### src/hdl/pllmx_pkg.sv
package pllmx_pkg;

  // ----------------------------------------------------------------
  // Register map
  // ----------------------------------------------------------------
  localparam int REG_AW = 6;
  localparam int REG_DW = 24;
  localparam logic [5:0] EXACT_FREQ_CHANNEL_COUNT_OFS = 6'h0C;
  localparam logic [5:0] OUTPUT_PIN_SELECT_CTRL_OFS = 6'h0F;
  localparam logic [5:0] VCO_BAND_READBACK_OFS = 6'h10;

  // ----------------------------------------------------------------
  // Field layout
  // ----------------------------------------------------------------
  localparam int CHAN_COUNT_W = 14;
  localparam int SEL_W = 5;
  localparam int SEL_LSB = 0;
  localparam int TEST_DATA_BIT = 5;
  localparam int NO_AUTOMUX_BIT = 6;
  localparam int DRIVER_ON_BIT = 7;
  localparam int PFET_OFF_BIT = 8;
  localparam int NFET_OFF_BIT = 9;
  localparam int PIN_CTRL_W = 10;
  localparam int BAND_W = 8;
  localparam int BUSY_BIT = 8;

  // ----------------------------------------------------------------
  // Reset values and exact mode enable threshold
  // ----------------------------------------------------------------
  localparam logic [13:0] CHAN_COUNT_RST = 14'h0000;
  localparam logic [9:0] PIN_CTRL_RST = 10'h001;
  localparam logic [7:0] BAND_RST = 8'h20;
  localparam logic [13:0] CHAN_COUNT_MIN_ON = 14'h0002;

  // ----------------------------------------------------------------
  // Output source selector codes
  // ----------------------------------------------------------------
  typedef enum logic [4:0] {
    PLLMX_SRC_TEST_DATA = 5'h00,
    PLLMX_SRC_LOCK_OUT = 5'h01,
    PLLMX_SRC_LOCK_TRIG = 5'h02,
    PLLMX_SRC_LOCK_WIN = 5'h03,
    PLLMX_SRC_RING_OSC = 5'h04,
    PLLMX_SRC_SLIP_UP = 5'h05,
    PLLMX_SRC_SLIP_DN = 5'h06,
    PLLMX_SRC_RSVD7 = 5'h07,
    PLLMX_SRC_REF_BUF = 5'h08,
    PLLMX_SRC_REF_DIV = 5'h09,
    PLLMX_SRC_VCO_DIV = 5'h0A,
    PLLMX_SRC_MOD_CLK = 5'h0B,
    PLLMX_SRC_AUX_CLK = 5'h0C,
    PLLMX_SRC_AUX_SCLK = 5'h0D,
    PLLMX_SRC_AUX_EN = 5'h0E,
    PLLMX_SRC_AUX_DOUT = 5'h0F,
    PLLMX_SRC_PC_DN = 5'h10,
    PLLMX_SRC_PC_UP = 5'h11,
    PLLMX_SRC_SDM_DLY = 5'h12,
    PLLMX_SRC_SDM_CORE = 5'h13,
    PLLMX_SRC_INT_WR = 5'h14,
    PLLMX_SRC_FRAC_WR = 5'h15,
    PLLMX_SRC_AUX_WR = 5'h16,
    PLLMX_SRC_LATCH_EN = 5'h17,
    PLLMX_SRC_DIV_SYNC = 5'h18,
    PLLMX_SRC_SEED_LD = 5'h19,
    PLLMX_SRC_UNUSED26 = 5'h1A,
    PLLMX_SRC_UNUSED27 = 5'h1B,
    PLLMX_SRC_UNUSED28 = 5'h1C,
    PLLMX_SRC_UNUSED29 = 5'h1D,
    PLLMX_SRC_SOUT_EN = 5'h1E,
    PLLMX_SRC_SOFT_RST = 5'h1F
  } pllmx_src_t;

endpackage

### src/hdl/pllmx_regs.sv
`timescale 1ns/1ps

module pllmx_regs
  import pllmx_pkg::*;
(
  // Clock and reset
  input wire logic mclk,
  input wire logic rst_n,
  // Register port from serial control logic
  input wire logic [pllmx_pkg::REG_AW-1:0] reg_addr,
  input wire logic reg_wr,
  input wire logic [pllmx_pkg::REG_DW-1:0] reg_wdata,
  input wire logic reg_rd,
  output logic [pllmx_pkg::REG_DW-1:0] reg_rdata,
  // Serial read cycle state
  input wire logic read_cycle_active,
  input wire logic read_data_bit,
  // Band search results
  input wire logic vco_band_search_busy,
  input wire logic vco_band_search_done,
  input wire logic [pllmx_pkg::BAND_W-1:0] vco_band_search_result,
  // Lock status
  input wire logic lock_detect,
  // Internal sources for the output pin, indexed by selector code
  input wire logic [31:0] pin_sources,
  // Exact frequency control to the modulator
  output logic exact_freq_en,
  output logic [pllmx_pkg::CHAN_COUNT_W-1:0] exact_freq_ratio,
  // Driver trim
  output logic pfet_disable,
  output logic nfet_disable,
  // Lock indication
  output logic lock_ind,
  // Shared lock / serial out pin
  output logic lock_serial_out_pin_o,
  output logic lock_serial_out_pin_oe_n
);
  import pllmx_pkg::*;

  // ----------------------------------------------------------------
  // Storage
  // ----------------------------------------------------------------
  logic [CHAN_COUNT_W-1:0] chan_count_q;
  logic [PIN_CTRL_W-1:0] pin_ctrl_q;
  logic [BAND_W-1:0] band_q;
  logic busy_q;
  logic lock_q;
  logic [REG_DW-1:0] rdata_q;
  logic pin_q;
  logic oe_n_q;
  logic sel_bit;
  logic [SEL_W-1:0] sel_code;
  logic pin_d;
  logic [REG_DW-1:0] rdata_d;

  function automatic logic wr_hit(input logic wr,
                                  input logic [REG_AW-1:0] a,
                                  input logic [REG_AW-1:0] ofs);
    wr_hit = wr && (a == ofs);
  endfunction

  // ----------------------------------------------------------------
  // Writable registers
  // ----------------------------------------------------------------
  always_ff @(posedge mclk or negedge rst_n) begin
    if (!rst_n) begin
      chan_count_q <= CHAN_COUNT_RST;
    end else if (wr_hit(reg_wr, reg_addr, EXACT_FREQ_CHANNEL_COUNT_OFS)) begin
      chan_count_q <= reg_wdata[CHAN_COUNT_W-1:0];
    end
  end

  always_ff @(posedge mclk or negedge rst_n) begin
    if (!rst_n) begin
      pin_ctrl_q <= PIN_CTRL_RST;
    end else if (wr_hit(reg_wr, reg_addr, OUTPUT_PIN_SELECT_CTRL_OFS)) begin
      pin_ctrl_q <= reg_wdata[PIN_CTRL_W-1:0];
    end
  end

  // Ratio is passed whole; software keeps it an integer ratio
  assign exact_freq_en = (chan_count_q >= CHAN_COUNT_MIN_ON);
  assign exact_freq_ratio = chan_count_q;
  assign pfet_disable = pin_ctrl_q[PFET_OFF_BIT];
  assign nfet_disable = pin_ctrl_q[NFET_OFF_BIT];

  // ----------------------------------------------------------------
  // Band search readback
  // ----------------------------------------------------------------
  // Only a finished search loads the band; register writes never do
  always_ff @(posedge mclk or negedge rst_n) begin
    if (!rst_n) begin
      band_q <= BAND_RST;
    end else if (vco_band_search_done) begin
      band_q <= vco_band_search_result;
    end
  end

  always_ff @(posedge mclk or negedge rst_n) begin
    if (!rst_n) begin
      busy_q <= 1'b0;
    end else begin
      busy_q <= vco_band_search_busy;
    end
  end

  always_ff @(posedge mclk or negedge rst_n) begin
    if (!rst_n) begin
      lock_q <= 1'b0;
    end else begin
      lock_q <= lock_detect;
    end
  end
  assign lock_ind = lock_q;

  // ----------------------------------------------------------------
  // Read port
  // ----------------------------------------------------------------
  always_comb begin
    rdata_d = '0;
    case (reg_addr)
      EXACT_FREQ_CHANNEL_COUNT_OFS: begin
        rdata_d[CHAN_COUNT_W-1:0] = chan_count_q;
      end
      OUTPUT_PIN_SELECT_CTRL_OFS: begin
        rdata_d[PIN_CTRL_W-1:0] = pin_ctrl_q;
      end
      VCO_BAND_READBACK_OFS: begin
        rdata_d[BAND_W-1:0] = band_q;
        rdata_d[BUSY_BIT] = busy_q;
      end
      default: begin
        rdata_d = '0;
      end
    endcase
  end

  always_ff @(posedge mclk or negedge rst_n) begin
    if (!rst_n) begin
      rdata_q <= '0;
    end else if (reg_rd) begin
      rdata_q <= rdata_d;
    end
  end
  assign reg_rdata = rdata_q;

  // ----------------------------------------------------------------
  // Output source selection
  // ----------------------------------------------------------------
  assign sel_code = pin_ctrl_q[SEL_LSB +: SEL_W];

  always_comb begin
    sel_bit = 1'b0;
    case (pllmx_src_t'(sel_code))
      PLLMX_SRC_TEST_DATA: sel_bit = pin_ctrl_q[TEST_DATA_BIT];
      PLLMX_SRC_LOCK_OUT: sel_bit = lock_q;
      PLLMX_SRC_RSVD7: sel_bit = 1'b0;
      PLLMX_SRC_UNUSED26,
      PLLMX_SRC_UNUSED27,
      PLLMX_SRC_UNUSED28,
      PLLMX_SRC_UNUSED29: sel_bit = 1'b0;
      // Codes 2-6, 8-25, 30, 31 pass the source of the same index
      default: sel_bit = pin_sources[sel_code];
    endcase
  end

  // ----------------------------------------------------------------
  // Shared pin driver
  // ----------------------------------------------------------------
  always_comb begin
    if (pin_ctrl_q[NO_AUTOMUX_BIT] || !read_cycle_active) begin
      pin_d = sel_bit;
    end else begin
      pin_d = read_data_bit;
    end
  end

  always_ff @(posedge mclk or negedge rst_n) begin
    if (!rst_n) begin
      pin_q <= 1'b0;
    end else begin
      pin_q <= pin_d;
    end
  end

  always_ff @(posedge mclk or negedge rst_n) begin
    if (!rst_n) begin
      oe_n_q <= 1'b1;
    end else begin
      oe_n_q <= !(pin_ctrl_q[DRIVER_ON_BIT] || read_cycle_active);
    end
  end

  assign lock_serial_out_pin_o = pin_q;
  assign lock_serial_out_pin_oe_n = oe_n_q;

  // ----------------------------------------------------------------
  // Checks
  // ----------------------------------------------------------------
  property p_exact_en;
    @(posedge mclk) disable iff (!rst_n)
      exact_freq_en == (chan_count_q > 14'h0001);
  endproperty
  a_exact_en: assert property (p_exact_en)
    else $error("exact mode enable does not follow channel count");

  property p_count_write;
    @(posedge mclk) disable iff (!rst_n)
      (reg_wr && reg_addr == EXACT_FREQ_CHANNEL_COUNT_OFS)
      |=> exact_freq_ratio == $past(reg_wdata[13:0]);
  endproperty
  a_count_write: assert property (p_count_write)
    else $error("channel count write not applied");

  property p_test_data;
    @(posedge mclk) disable iff (!rst_n)
      (pin_ctrl_q[4:0] == 5'h00 && pin_ctrl_q[6])
      |=> lock_serial_out_pin_o == $past(pin_ctrl_q[5]);
  endproperty
  a_test_data: assert property (p_test_data)
    else $error("code zero does not drive test data bit");

  property p_lock_route;
    @(posedge mclk) disable iff (!rst_n)
      (pin_ctrl_q[4:0] == 5'h01 && pin_ctrl_q[6]) ##1
      (pin_ctrl_q[4:0] == 5'h01 && pin_ctrl_q[6])
      |=> lock_serial_out_pin_o == $past(lock_detect, 2);
  endproperty
  a_lock_route: assert property (p_lock_route)
    else $error("lock indication not routed on code one");

  property p_unused_zero;
    @(posedge mclk) disable iff (!rst_n)
      ((pin_ctrl_q[4:0] == 5'h07 ||
        (pin_ctrl_q[4:0] >= 5'h1A && pin_ctrl_q[4:0] <= 5'h1D)) &&
       pin_ctrl_q[6]) |=> !lock_serial_out_pin_o;
  endproperty
  a_unused_zero: assert property (p_unused_zero)
    else $error("reserved or unused code drives the pin");

  property p_src_route;
    @(posedge mclk) disable iff (!rst_n)
      (pin_ctrl_q[6] && pin_ctrl_q[4:0] >= 5'h08 &&
       pin_ctrl_q[4:0] <= 5'h19)
      |=> lock_serial_out_pin_o == $past(pin_sources[pin_ctrl_q[4:0]]);
  endproperty
  a_src_route: assert property (p_src_route)
    else $error("selected source not on pin");

  property p_automux;
    @(posedge mclk) disable iff (!rst_n)
      (!pin_ctrl_q[6] && read_cycle_active)
      |=> lock_serial_out_pin_o == $past(read_data_bit);
  endproperty
  a_automux: assert property (p_automux)
    else $error("automux does not carry read data");

  property p_driver;
    @(posedge mclk) disable iff (!rst_n)
      (!pin_ctrl_q[7] && !read_cycle_active) |=> lock_serial_out_pin_oe_n;
  endproperty
  a_driver: assert property (p_driver)
    else $error("pin driven outside read cycle");

  property p_driver_on;
    @(posedge mclk) disable iff (!rst_n)
      pin_ctrl_q[7] |=> !lock_serial_out_pin_oe_n;
  endproperty
  a_driver_on: assert property (p_driver_on)
    else $error("pin driver off while always-on set");

  property p_driver_read;
    @(posedge mclk) disable iff (!rst_n)
      read_cycle_active |=> !lock_serial_out_pin_oe_n;
  endproperty
  a_driver_read: assert property (p_driver_read)
    else $error("pin driver off during read cycle");

  property p_band_hold;
    @(posedge mclk) disable iff (!rst_n)
      !vco_band_search_done |=> $stable(band_q);
  endproperty
  a_band_hold: assert property (p_band_hold)
    else $error("band field changed without search result");

  property p_band_load;
    @(posedge mclk) disable iff (!rst_n)
      vco_band_search_done |=> band_q == $past(vco_band_search_result);
  endproperty
  a_band_load: assert property (p_band_load)
    else $error("band field did not take search result");

  property p_busy_read;
    @(posedge mclk) disable iff (!rst_n)
      (reg_rd && reg_addr == VCO_BAND_READBACK_OFS)
      |=> reg_rdata[8] == $past(busy_q) && reg_rdata[23:9] == 15'h0000;
  endproperty
  a_busy_read: assert property (p_busy_read)
    else $error("busy bit readback wrong");

  property p_busy_track;
    @(posedge mclk) disable iff (!rst_n)
      vco_band_search_busy |=> busy_q;
  endproperty
  a_busy_track: assert property (p_busy_track)
    else $error("busy flag not set during search");

  property p_busy_clear;
    @(posedge mclk) disable iff (!rst_n)
      !vco_band_search_busy |=> !busy_q;
  endproperty
  a_busy_clear: assert property (p_busy_clear)
    else $error("busy flag set while no search runs");

  property p_ro_write;
    @(posedge mclk) disable iff (!rst_n)
      (reg_wr && reg_addr == VCO_BAND_READBACK_OFS &&
       !vco_band_search_done) |=> $stable(band_q);
  endproperty
  a_ro_write: assert property (p_ro_write)
    else $error("write changed read-only band field");

  property p_lock_ind;
    @(posedge mclk) disable iff (!rst_n)
      lock_detect |=> lock_ind;
  endproperty
  a_lock_ind: assert property (p_lock_ind)
    else $error("lock indication not reported");

  property p_lock_clear;
    @(posedge mclk) disable iff (!rst_n)
      !lock_detect |=> !lock_ind;
  endproperty
  a_lock_clear: assert property (p_lock_clear)
    else $error("lock indication set while unlocked");

endmodule

### config.mk
export PLATFORM = sky130hd
export DESIGN_NAME = pllmx_regs
export DESIGN_NICKNAME = d
export VERILOG_FILES = /design/src/hdl/pllmx_pkg.sv /design/src/hdl/pllmx_regs.sv
export SDC_FILE = /design/constraint.sdc
export NUM_CORES = 1
export LEC_CHECK = 0
export BUFFER_PORTS_ARGS = -buffer_cell sky130_fd_sc_hd__buf_2
export CAP_MARGIN = 0
export CORE_MARGIN = 4
export CORE_UTILIZATION = 41
export DETAILED_ROUTE_END_ITERATION = 7
export PLACE_DENSITY_LB_ADDON = 0.1
export SETUP_SLACK_MARGIN = 0.05
export SLEW_MARGIN = 20
export SYNTH_ARGS = -nofsm -noshare
export SYNTH_HDL_FRONTEND = slang
export SYNTH_SLANG_ARGS = --single-unit
export TNS_END_PERCENT = 1
### constraint.sdc
create_clock -name mclk -period 1.8 [get_ports mclk]
set_input_delay 0.36 -clock mclk [delete_from_list [all_inputs] [get_ports mclk]]
set_output_delay 0.36 -clock mclk [all_outputs]
set_load 0.005 [all_outputs]
=== Yosys cells after proc, flatten, opt, wreduce, memory -nomap -nowiden ===
Cells that the tools add are included.

* Register bits: 50
* Bits of input ports: 79
* Word-level logic and storage cells: 34

* Order comparisons: 2
* Eq/ne operators: 9
* Multiplexer cells: 7
* Reduce and logical (&&, ||, !) cells: 8

{| class="wikitable"
|+ Operators with widths
! operator !! count
|-
| 9-bit one-hot mux with 3 select lines || 1
|-
| 5-bit equality test, second input constant || 4
|-
| 14-bit by 2-bit greater-or-equal comparator with 1-bit output, second input constant || 1
|-
| 6-bit by 4-bit equality test with 1-bit output, second input constant || 2
|-
| 6-bit by 5-bit equality test with 1-bit output, second input constant || 1
|-
| 5-bit by 6-bit < comparator with 1-bit output, second input constant || 1
|-
| 1-bit binary-select mux with 5-bit select || 1
|-
| 5-bit by 1-bit equality test with 1-bit output, second input constant || 1
|-
| 5-bit by 3-bit equality test with 1-bit output, second input constant || 1
|-
| 5-bit zero test || 1
|-
| 5-bit OR reduction || 1
|-
| 4-bit two-way mux || 1
|-
| 1-bit one-hot mux with 3 select lines || 1
|-
| 1-bit logical AND || 2
|-
| 1-bit zero test || 2
|-
| 1-bit logical OR || 2
|-
| 1-bit two-way mux || 2
|-
| 1-bit one-hot mux with 2 select lines || 1
|}

=== Depth between registers and ports, before layout ===
Gate-level depths: netlist of run 1.

* Depth after elaboration: 4
* Gate-level depth with buffers: 6
* Depth with buffers taken out: 4

=== Worst setup path after synthesis of run 1 ===
OpenSTA, ideal clock, no wires.

* Path type: reg2reg
* From: register pin_ctrl_q[0]
* To: register pin_q (netlist: lock_serial_out_pin_o)
* Library setup time: 0.120 ns
* Arrival time: 1.754 ns
* Setup slack: -0.074 ns
* Cell stages (with the launch flop): 6
* Buffers on the path: 1
* Clock period less this slack: 1.874 ns
* Cells stage by stage: dfstp_2 -> buf_6 -> mux4_2 -> and3_1 -> a211o_1 -> a41o_1

* Cells in the longest elaborated chain, start to end: 4

{| class="wikitable"
|+ Ends and longest elaborated chain
! element !! line !! text
|-
| start, declared || pllmx_regs.sv:44 || <nowiki>logic [PIN_CTRL_W-1:0] pin_ctrl_q;</nowiki>
|-
| start signal, assigned || pllmx_regs.sv:77 || <nowiki>pin_ctrl_q <= reg_wdata[PIN_CTRL_W-1:0];</nowiki>
|-
| 1-bit binary-select mux with 5-bit select, or another cell as far along || pllmx_regs.sv:163 || <nowiki>default: sel_bit = pin_sources[sel_code];</nowiki>
|-
| 1-bit two-way mux (not written as such) / 5-bit OR reduction (equally long branches) || - ||
|-
| 1-bit one-hot mux with 3 select lines * || pllmx_regs.sv:154 || <nowiki>case (pllmx_src_t'(sel_code))</nowiki>
|-
| 1-bit two-way mux * || pllmx_regs.sv:171 || <nowiki>if (pin_ctrl_q[NO_AUTOMUX_BIT] || !read_cycle_active) begin</nowiki>
|-
| named net pin_d || pllmx_regs.sv:53 || <nowiki>logic pin_d;</nowiki>
|-
| end signal, assigned || pllmx_regs.sv:182 || <nowiki>pin_q <= pin_d;</nowiki>
|-
| end, declared || pllmx_regs.sv:49 || <nowiki>logic pin_q;</nowiki>
|}

Mark *: on every way through the listed nets, which the timed path passes. The rest lies on a longest branch. The select of a mux whose other input is x is not followed.
A chain may end at the register's enable or synchronous reset.

=== Worst setup path in the final report of run 1 ===
Same ends and word-level chain as after synthesis.

==> out/metrics.yaml, run 1 <==
run_status:
  status: "finished, violations left"
  failed_checks: "negative setup slack"
clock_network:
  clockRootBuffer: "clkbuf_8"
  clk_pin_slew_worst_paths_ps: 90
  clock_latency_ps: 300
  numCtsBuffers: 5
  hold_buffers: 0
  clock_path_buffers: 2
  cts.sinks: 50
  htreeDepth: 2
  cts_tree: "yes"
setup_path:
  r2r_start: "pin_ctrl_q[0]$_DFFE_PN1P_"
  reg2reg_depth: 4
  worst-path-max-fanout: 5
  cp_data_required_time_ps: 1990
  cpLargestDelayFamily: "flip-flops"
  critPathLaunchType: "flip-flop"
  cp_slowest_cell: "dfstp_2"
  path_cells: "mux4_2, a2bb2oi_2, a211o_1, a41o_1"
  critPathMaxStageDelay_ps: 620
  crit_type: "flip-flop to flip-flop"
  rrSetupSlack_ps: -80
  worst-path-buf-inv: 0
  worstReg2RegEnd: "lock_serial_out_pin_o$_DFF_PN0_"
  crit_cells: 4
  crit_arrival_ps: 2070
  crit_path_end_kind: "flip-flop"
run:
  max_cap_viol_count: 0
min_path:
  hold_class: "input pin to async pin"
sta:
  final.setup.tns_ps: -82.21
  fin_skew_ps: 11.65
  min_period_over_period_pct: 104.6
  tightest_slew_ps: 712.6
  setup_viol: 1
  final.min_clock_period_ps: 1882
  max_slew_margin_pct: 52.21
  fmax_ghz: 0.5313
  drv_slew: 0
  setup_ws_ps: -82.21
  rsz0062_at_grt: "true"
  hold_viol: 0
routing:
  drt-vias-per-instance: 5.244
  vias: 2061
  drt-initial-drc-count: 150
  wl_um: 6513
  drtAntennaViolNets: 0
  dr.pass1.iters: 5
  drc_errors: 0
  wl_per_cell_um: 16.57
floorplanning:
  core_area_um2: 5921
  die_width_um: 86.09
  ios: 123
  start_util_pct: 42.22
  die_y_um: 86.09
  rows: 28
  die_area_um2: 7411
global_routing:
  grt_max_degree: 32
  grt_pass1_vias: 2049
  grt_usage_pct: 17.50
  grt_antenna_before_repair: 0
  grt_pass1_wl_um: 10200
  grt-ovfl-total: 0
power:
  p_leak_nw: 1.602
  power_switching_uw: 692.3
  seq_power_share_pct: 53.2
  power.share.clock_pct: 24.7
  powerDensity_nw_per_um2: 771.3
  p_int_mw: 1.822
  ir_drop_mv: 0.6357
  p_comb_share_pct: 22.1
  swShare_pct: 27.54
yosys:
  synth-edff-count: 0
  ys_seq_elements: 50
  yosys_warnings: 0
  synth.distinct_cells: 41
  yosysSeqAreaShare_pct: 50.20
  synthCells: 203
  async_reset_ff_share_pct: 100.0
  ys.flop_type: "dfrtp_1"
  synth_area_per_cell_um2: 12.31
  syn_area_um2: 2500
place:
  dpl_cell_area_um2: 3139
  dp_hpwl_um: 5061
  port_buffers: 102
  pre_cts_ws_ps: -89.49
  gp_congestion: 0.7920
final_layout:
  drive_above_1_share_pct: 53.14
  fin_area_um2: 3259
  nNetsFinal: 396
  final_core_util_pct: 55.05
  area_growth_pct: 30.38
  diodes: 0
## cell usage after synthesis, types with 3 or more instances
master | count | area share (%)
o21ai_0 | 6 | 1.2
nand3_1 | 5 | 1.0
nor2_1 | 5 | 0.75
clkbuf_1 | 6 | 0.90
mux2_1 | 10 | 4.5
buf_2 | 3 | 0.60
o221ai_1 | 3 | 1.1
buf_4 | 10 | 3.0
a222oi_1 | 9 | 3.6
dfrtp_1 | 47 | 47
mux2_2 | 24 | 11
nand2_1 | 6 | 0.90
o22ai_1 | 10 | 2.5
inv_1 | 16 | 2.4
mux2i_1 | 6 | 2.4
mux4_2 | 5 | 4.5
dfstp_2 | 3 | 3.2
## cells by family (layout without fill, tap and decap cells)
group           Yosys count  in the layout  share of synthesized area [%]
flops                    50             50                          50.20
mux                      45             45                          22.22
buf+inv                  38            144                          7.958
compound gates           37             37                          11.21
simple gates             32             32                          8.259
other cells               1             10                         0.1500
## worst max path at each step
stage | to | slack (ps) | from
global route | lock_serial_out_pin_o$_DFF_PN0_ | -150 | pin_ctrl_q[0]$_DFFE_PN1P_
floorplan | lock_serial_out_pin_o$_DFF_PN0_ | -30 | pin_ctrl_q[0]$_DFFE_PN1P_
detailed placement | lock_serial_out_pin_o$_DFF_PN0_ | -90 | pin_ctrl_q[0]$_DFFE_PN1P_
CTS | lock_serial_out_pin_o$_DFF_PN0_ | -100 | pin_ctrl_q[0]$_DFFE_PN1P_
global placement | lock_serial_out_pin_o$_DFF_PN0_ | -80 | pin_ctrl_q[0]$_DFFE_PN1P_
finish | lock_serial_out_pin_o$_DFF_PN0_ | -80 | pin_ctrl_q[0]$_DFFE_PN1P_
## routing by layer
metal  global-route usage, %  share of wire (%)  vias up
met5                       0                  0        -
met2                   29.43                 50       92
met3                   4.227                9.6        2
met4                   4.317               0.21        0
li1                        -                  -      960
met1                   22.70                 40     1007
## registers in the layout (all words and copies together) (netlist names)
signal	count
exact_freq_ratio	14
lock_ind	1
busy_q	1
reg_rdata	14
band_q	8
lock_serial_out_pin_o	1
pin_ctrl_q	10
lock_serial_out_pin_oe_n	1
## final cells by class
cell class / instances / area [um2]
Clock buffer: 6 / 72.57
Clock inverter: 2 / 10.01
Fill cell: 553 / 2661
Inverter: 16 / 60.06
Multi-Input combinational cell: 124 / 1101
Sequential cell: 50 / 1256
Tap cell: 75 / 93.84
Timing Repair Buffer: 120 / 665.6
## metrics by stage
stage	hold slack, ps	instances	total power [mW]
2_1_floorplan	64.41	212	1.629
3_3_place_gp	345.2	384	1.885
3_5_place_dp	342.8	384	1.895
4_1_cts	12.02	392	2.543
5_1_grt	39.96	393	2.671
6_report	8.625	393	2.514
## layout by cell type, fill, tap and decap left out, types with 2 or more instances in the layout
master,n
inv_1,16
dfstp_2,3
mux4_2,5
nand2_1,6
nand2b_1,2
nor2_1,5
mux2_1,10
o221ai_1,3
mux2_2,24
buf_4,15
o21ai_0,6
clkinv_2,2
o22ai_1,10
buf_6,2
buf_2,102
a21oi_1,2
dfrtp_1,46
nor4_4,3
conb_1,10
a222oi_1,9
nand3_1,5
mux2i_1,6
clkbuf_8,5
## power groups by stage
stage | combinational [mW] | sequential (mW) | clock, mW
after floorplan | 0.312 | 1.32 | 0
after global placement | 0.534 | 1.35 | 0
after detailed placement | 0.541 | 1.35 | 0
after CTS | 0.556 | 1.34 | 0.648
after global routing | 0.615 | 1.36 | 0.699
final | 0.556 | 1.34 | 0.620
## repair_timing
action / CTS / global route
resized for setup: 3 / 3
pin swaps: 1 / 2
setup buffers: 0 / 1
endpoints found under the setup margin: 2 / 2
Note: power is estimated with default switching activity, not from simulation.
==> inputs of run 2 (changes only) <==
Settings changed: CORE_UTILIZATION 41 to 35.
==> run 2 against run 1 <==
Against the previous run:
- the flow still finishes with violations (negative setup slack)
- register-to-register slack better by 40 ps
- sequential share of layout area is 0.63 points lower
- final cell count grew 5.6%
- clock power grew 15%
- non-clock buffer count increased by 1
- hold slack improved by 19 ps
- total power up 3.5%
- die area rose by 15%
- combinational power fell by 0.7%
- global-route usage fell by 1.1 points
- clock-buffer cell count unchanged
- setup slack better by 40 ps
- critical path type unchanged
- highest routed layer unchanged
==> out/metrics.yaml, run 2 (synthesis gave the netlist of run 1 again) <==
run:
  max_cap_viol_count: 0
sta:
  tightest_slew_ps: 776.9
  max_slew_margin_pct: 47.90
  fin_skew_ps: 15.52
  drv_slew: 0
  min_period_over_period_pct: 102.3
  fmax_ghz: 0.5430
  setup_viol: 1
  final.min_clock_period_ps: 1842
  hold_viol: 0
  hold_slack_ps: 27.55
  rsz0062_at_grt: "true"
  setup_ws_ps: -41.75
routing:
  routed.top_layer: "met4"
  drc_errors: 0
  wl_per_cell_um: 16.21
  dr.pass1.iters: 5
  drtAntennaViolNets: 0
  wl_um: 6729
  drt-initial-drc-count: 76
  drt-met1-wl_um: 2883
  met3WireLength_um: 645
  drt-vias-per-instance: 4.841
  vias: 2009
  wl_met2_um: 3145
run_status:
  failed_checks: "negative setup slack"
  status: "finished, violations left"
clock_network:
  clock_latency_ps: 310
  clk_pin_slew_worst_paths_ps: 110
  cts.sinks: 50
  clock_path_buffers: 2
  hold_buffers: 0
  cts_tree: "yes"
  numCtsBuffers: 5
  clockRootBuffer: "clkbuf_8"
  htreeDepth: 2
place:
  dp.cells: 405
  gp_congestion: 0.6995
  dp_hpwl_um: 5141
  port_buffers: 102
  pre_cts_ws_ps: -84.05
floorplanning:
  die_area_um2: 8559
  rows: 30
  die_width_um: 92.52
  core_area_um2: 6869
  start_util_pct: 36.39
  die_y_um: 92.52
  ios: 123
power:
  power.total_mw: 2.601
  powerDensity_nw_per_um2: 785.6
  ir_drop_mv: 0.3489
  p_leak_nw: 1.609
final_layout:
  stdcell_count: 415
  nNetsFinal: 397
  drive_above_1_share_pct: 54.23
  area_growth_pct: 32.43
  layout_common_cells: "buf_2, dfrtp_1, mux2_2"
  final_common_cell: "buf_2"
  diodes: 0
setup_path:
  reg2reg_depth: 4
  crit_path_end_kind: "flip-flop"
  rrSetupSlack_ps: -40
  worstReg2RegEnd: "lock_serial_out_pin_o$_DFF_PN0_"
  cp_slowest_cell: "dfstp_2"
  path_cells: "mux4_2, a2bb2oi_2, a211o_1, a41o_1"
  crit_type: "flip-flop to flip-flop"
  worst-path-max-fanout: 5
  critPathMaxStageDelay_ps: 600
  critPathLaunchType: "flip-flop"
  r2r_start: "pin_ctrl_q[0]$_DFFE_PN1P_"
  crit_arrival_ps: 2040
  cp_data_required_time_ps: 1990
global_routing:
  grt_usage_pct: 16.42
  grt-ovfl-total: 0
  grt_pass1_vias: 2031
  grt_pass1_wl_um: 11000
  grt_max_degree: 23
  grt_antenna_before_repair: 0
min_path:
  hold_class: "input pin to async pin"
[run 2: layer usage]
metal	GRT usage, %	vias up
met5	0	-
met4	4.084	0
met3	5.524	7
met2	26.40	80
met1	21.26	960
li1	-	962
[run 2: repair_timing]
item,CTS,global route
gates resized for setup,3,3
endpoints found under the setup margin,2,2
pin swaps,2,3
setup buffers,1,1
[run 2: report_power, final]
part	internal, mW	switching [mW]
Clock	0.317	0.394
Sequential	1.23	0.108
Combinational	0.317	0.235
[run 2: worst max-delay path by stage]
stage               depth (start not counted)  slack [ps]                               to                 startpoint
floorplan                                   5         -30  lock_serial_out_pin_o$_DFF_PN0_  pin_ctrl_q[0]$_DFFE_PN1P_
global placement                            6         -90  lock_serial_out_pin_o$_DFF_PN0_  pin_ctrl_q[0]$_DFFE_PN1P_
detailed placement                          6         -80  lock_serial_out_pin_o$_DFF_PN0_  pin_ctrl_q[0]$_DFFE_PN1P_
CTS                                         4         -60  lock_serial_out_pin_o$_DFF_PN0_  pin_ctrl_q[0]$_DFFE_PN1P_
global route                                4        -110  lock_serial_out_pin_o$_DFF_PN0_  pin_ctrl_q[0]$_DFFE_PN1P_
finish                                      4         -40  lock_serial_out_pin_o$_DFF_PN0_  pin_ctrl_q[0]$_DFFE_PN1P_
[run 2: layout make-up]
class,count,area (um2)
timing repair buffer,121,669.4
multi-input combinational,124,1107
tap,96,120.1
inverter,16,60.06
fill,674,3558
sequential,50,1255
clock buffer,6,82.58
clock inverter,2,16.27
[run 2: worst max-delay path, delay by kind of cell (launching register included)]
family	cells	cell delay, ps
compound gates	3	620
flops	1	600
mux	1	520
[run 2: through the flow]
step | instance area, um2 | utilization [%] | setup TNS (ps)
3_3_place_gp | 3166 | 46.08 | -659.4
5_1_grt | 3311 | 48.20 | -113.5
3_5_place_dp | 3166 | 46.08 | -850.1
6_report | 3311 | 48.20 | -41.75
2_1_floorplan | 2534 | - | -31.33
4_1_cts | 3288 | 47.87 | -61.71
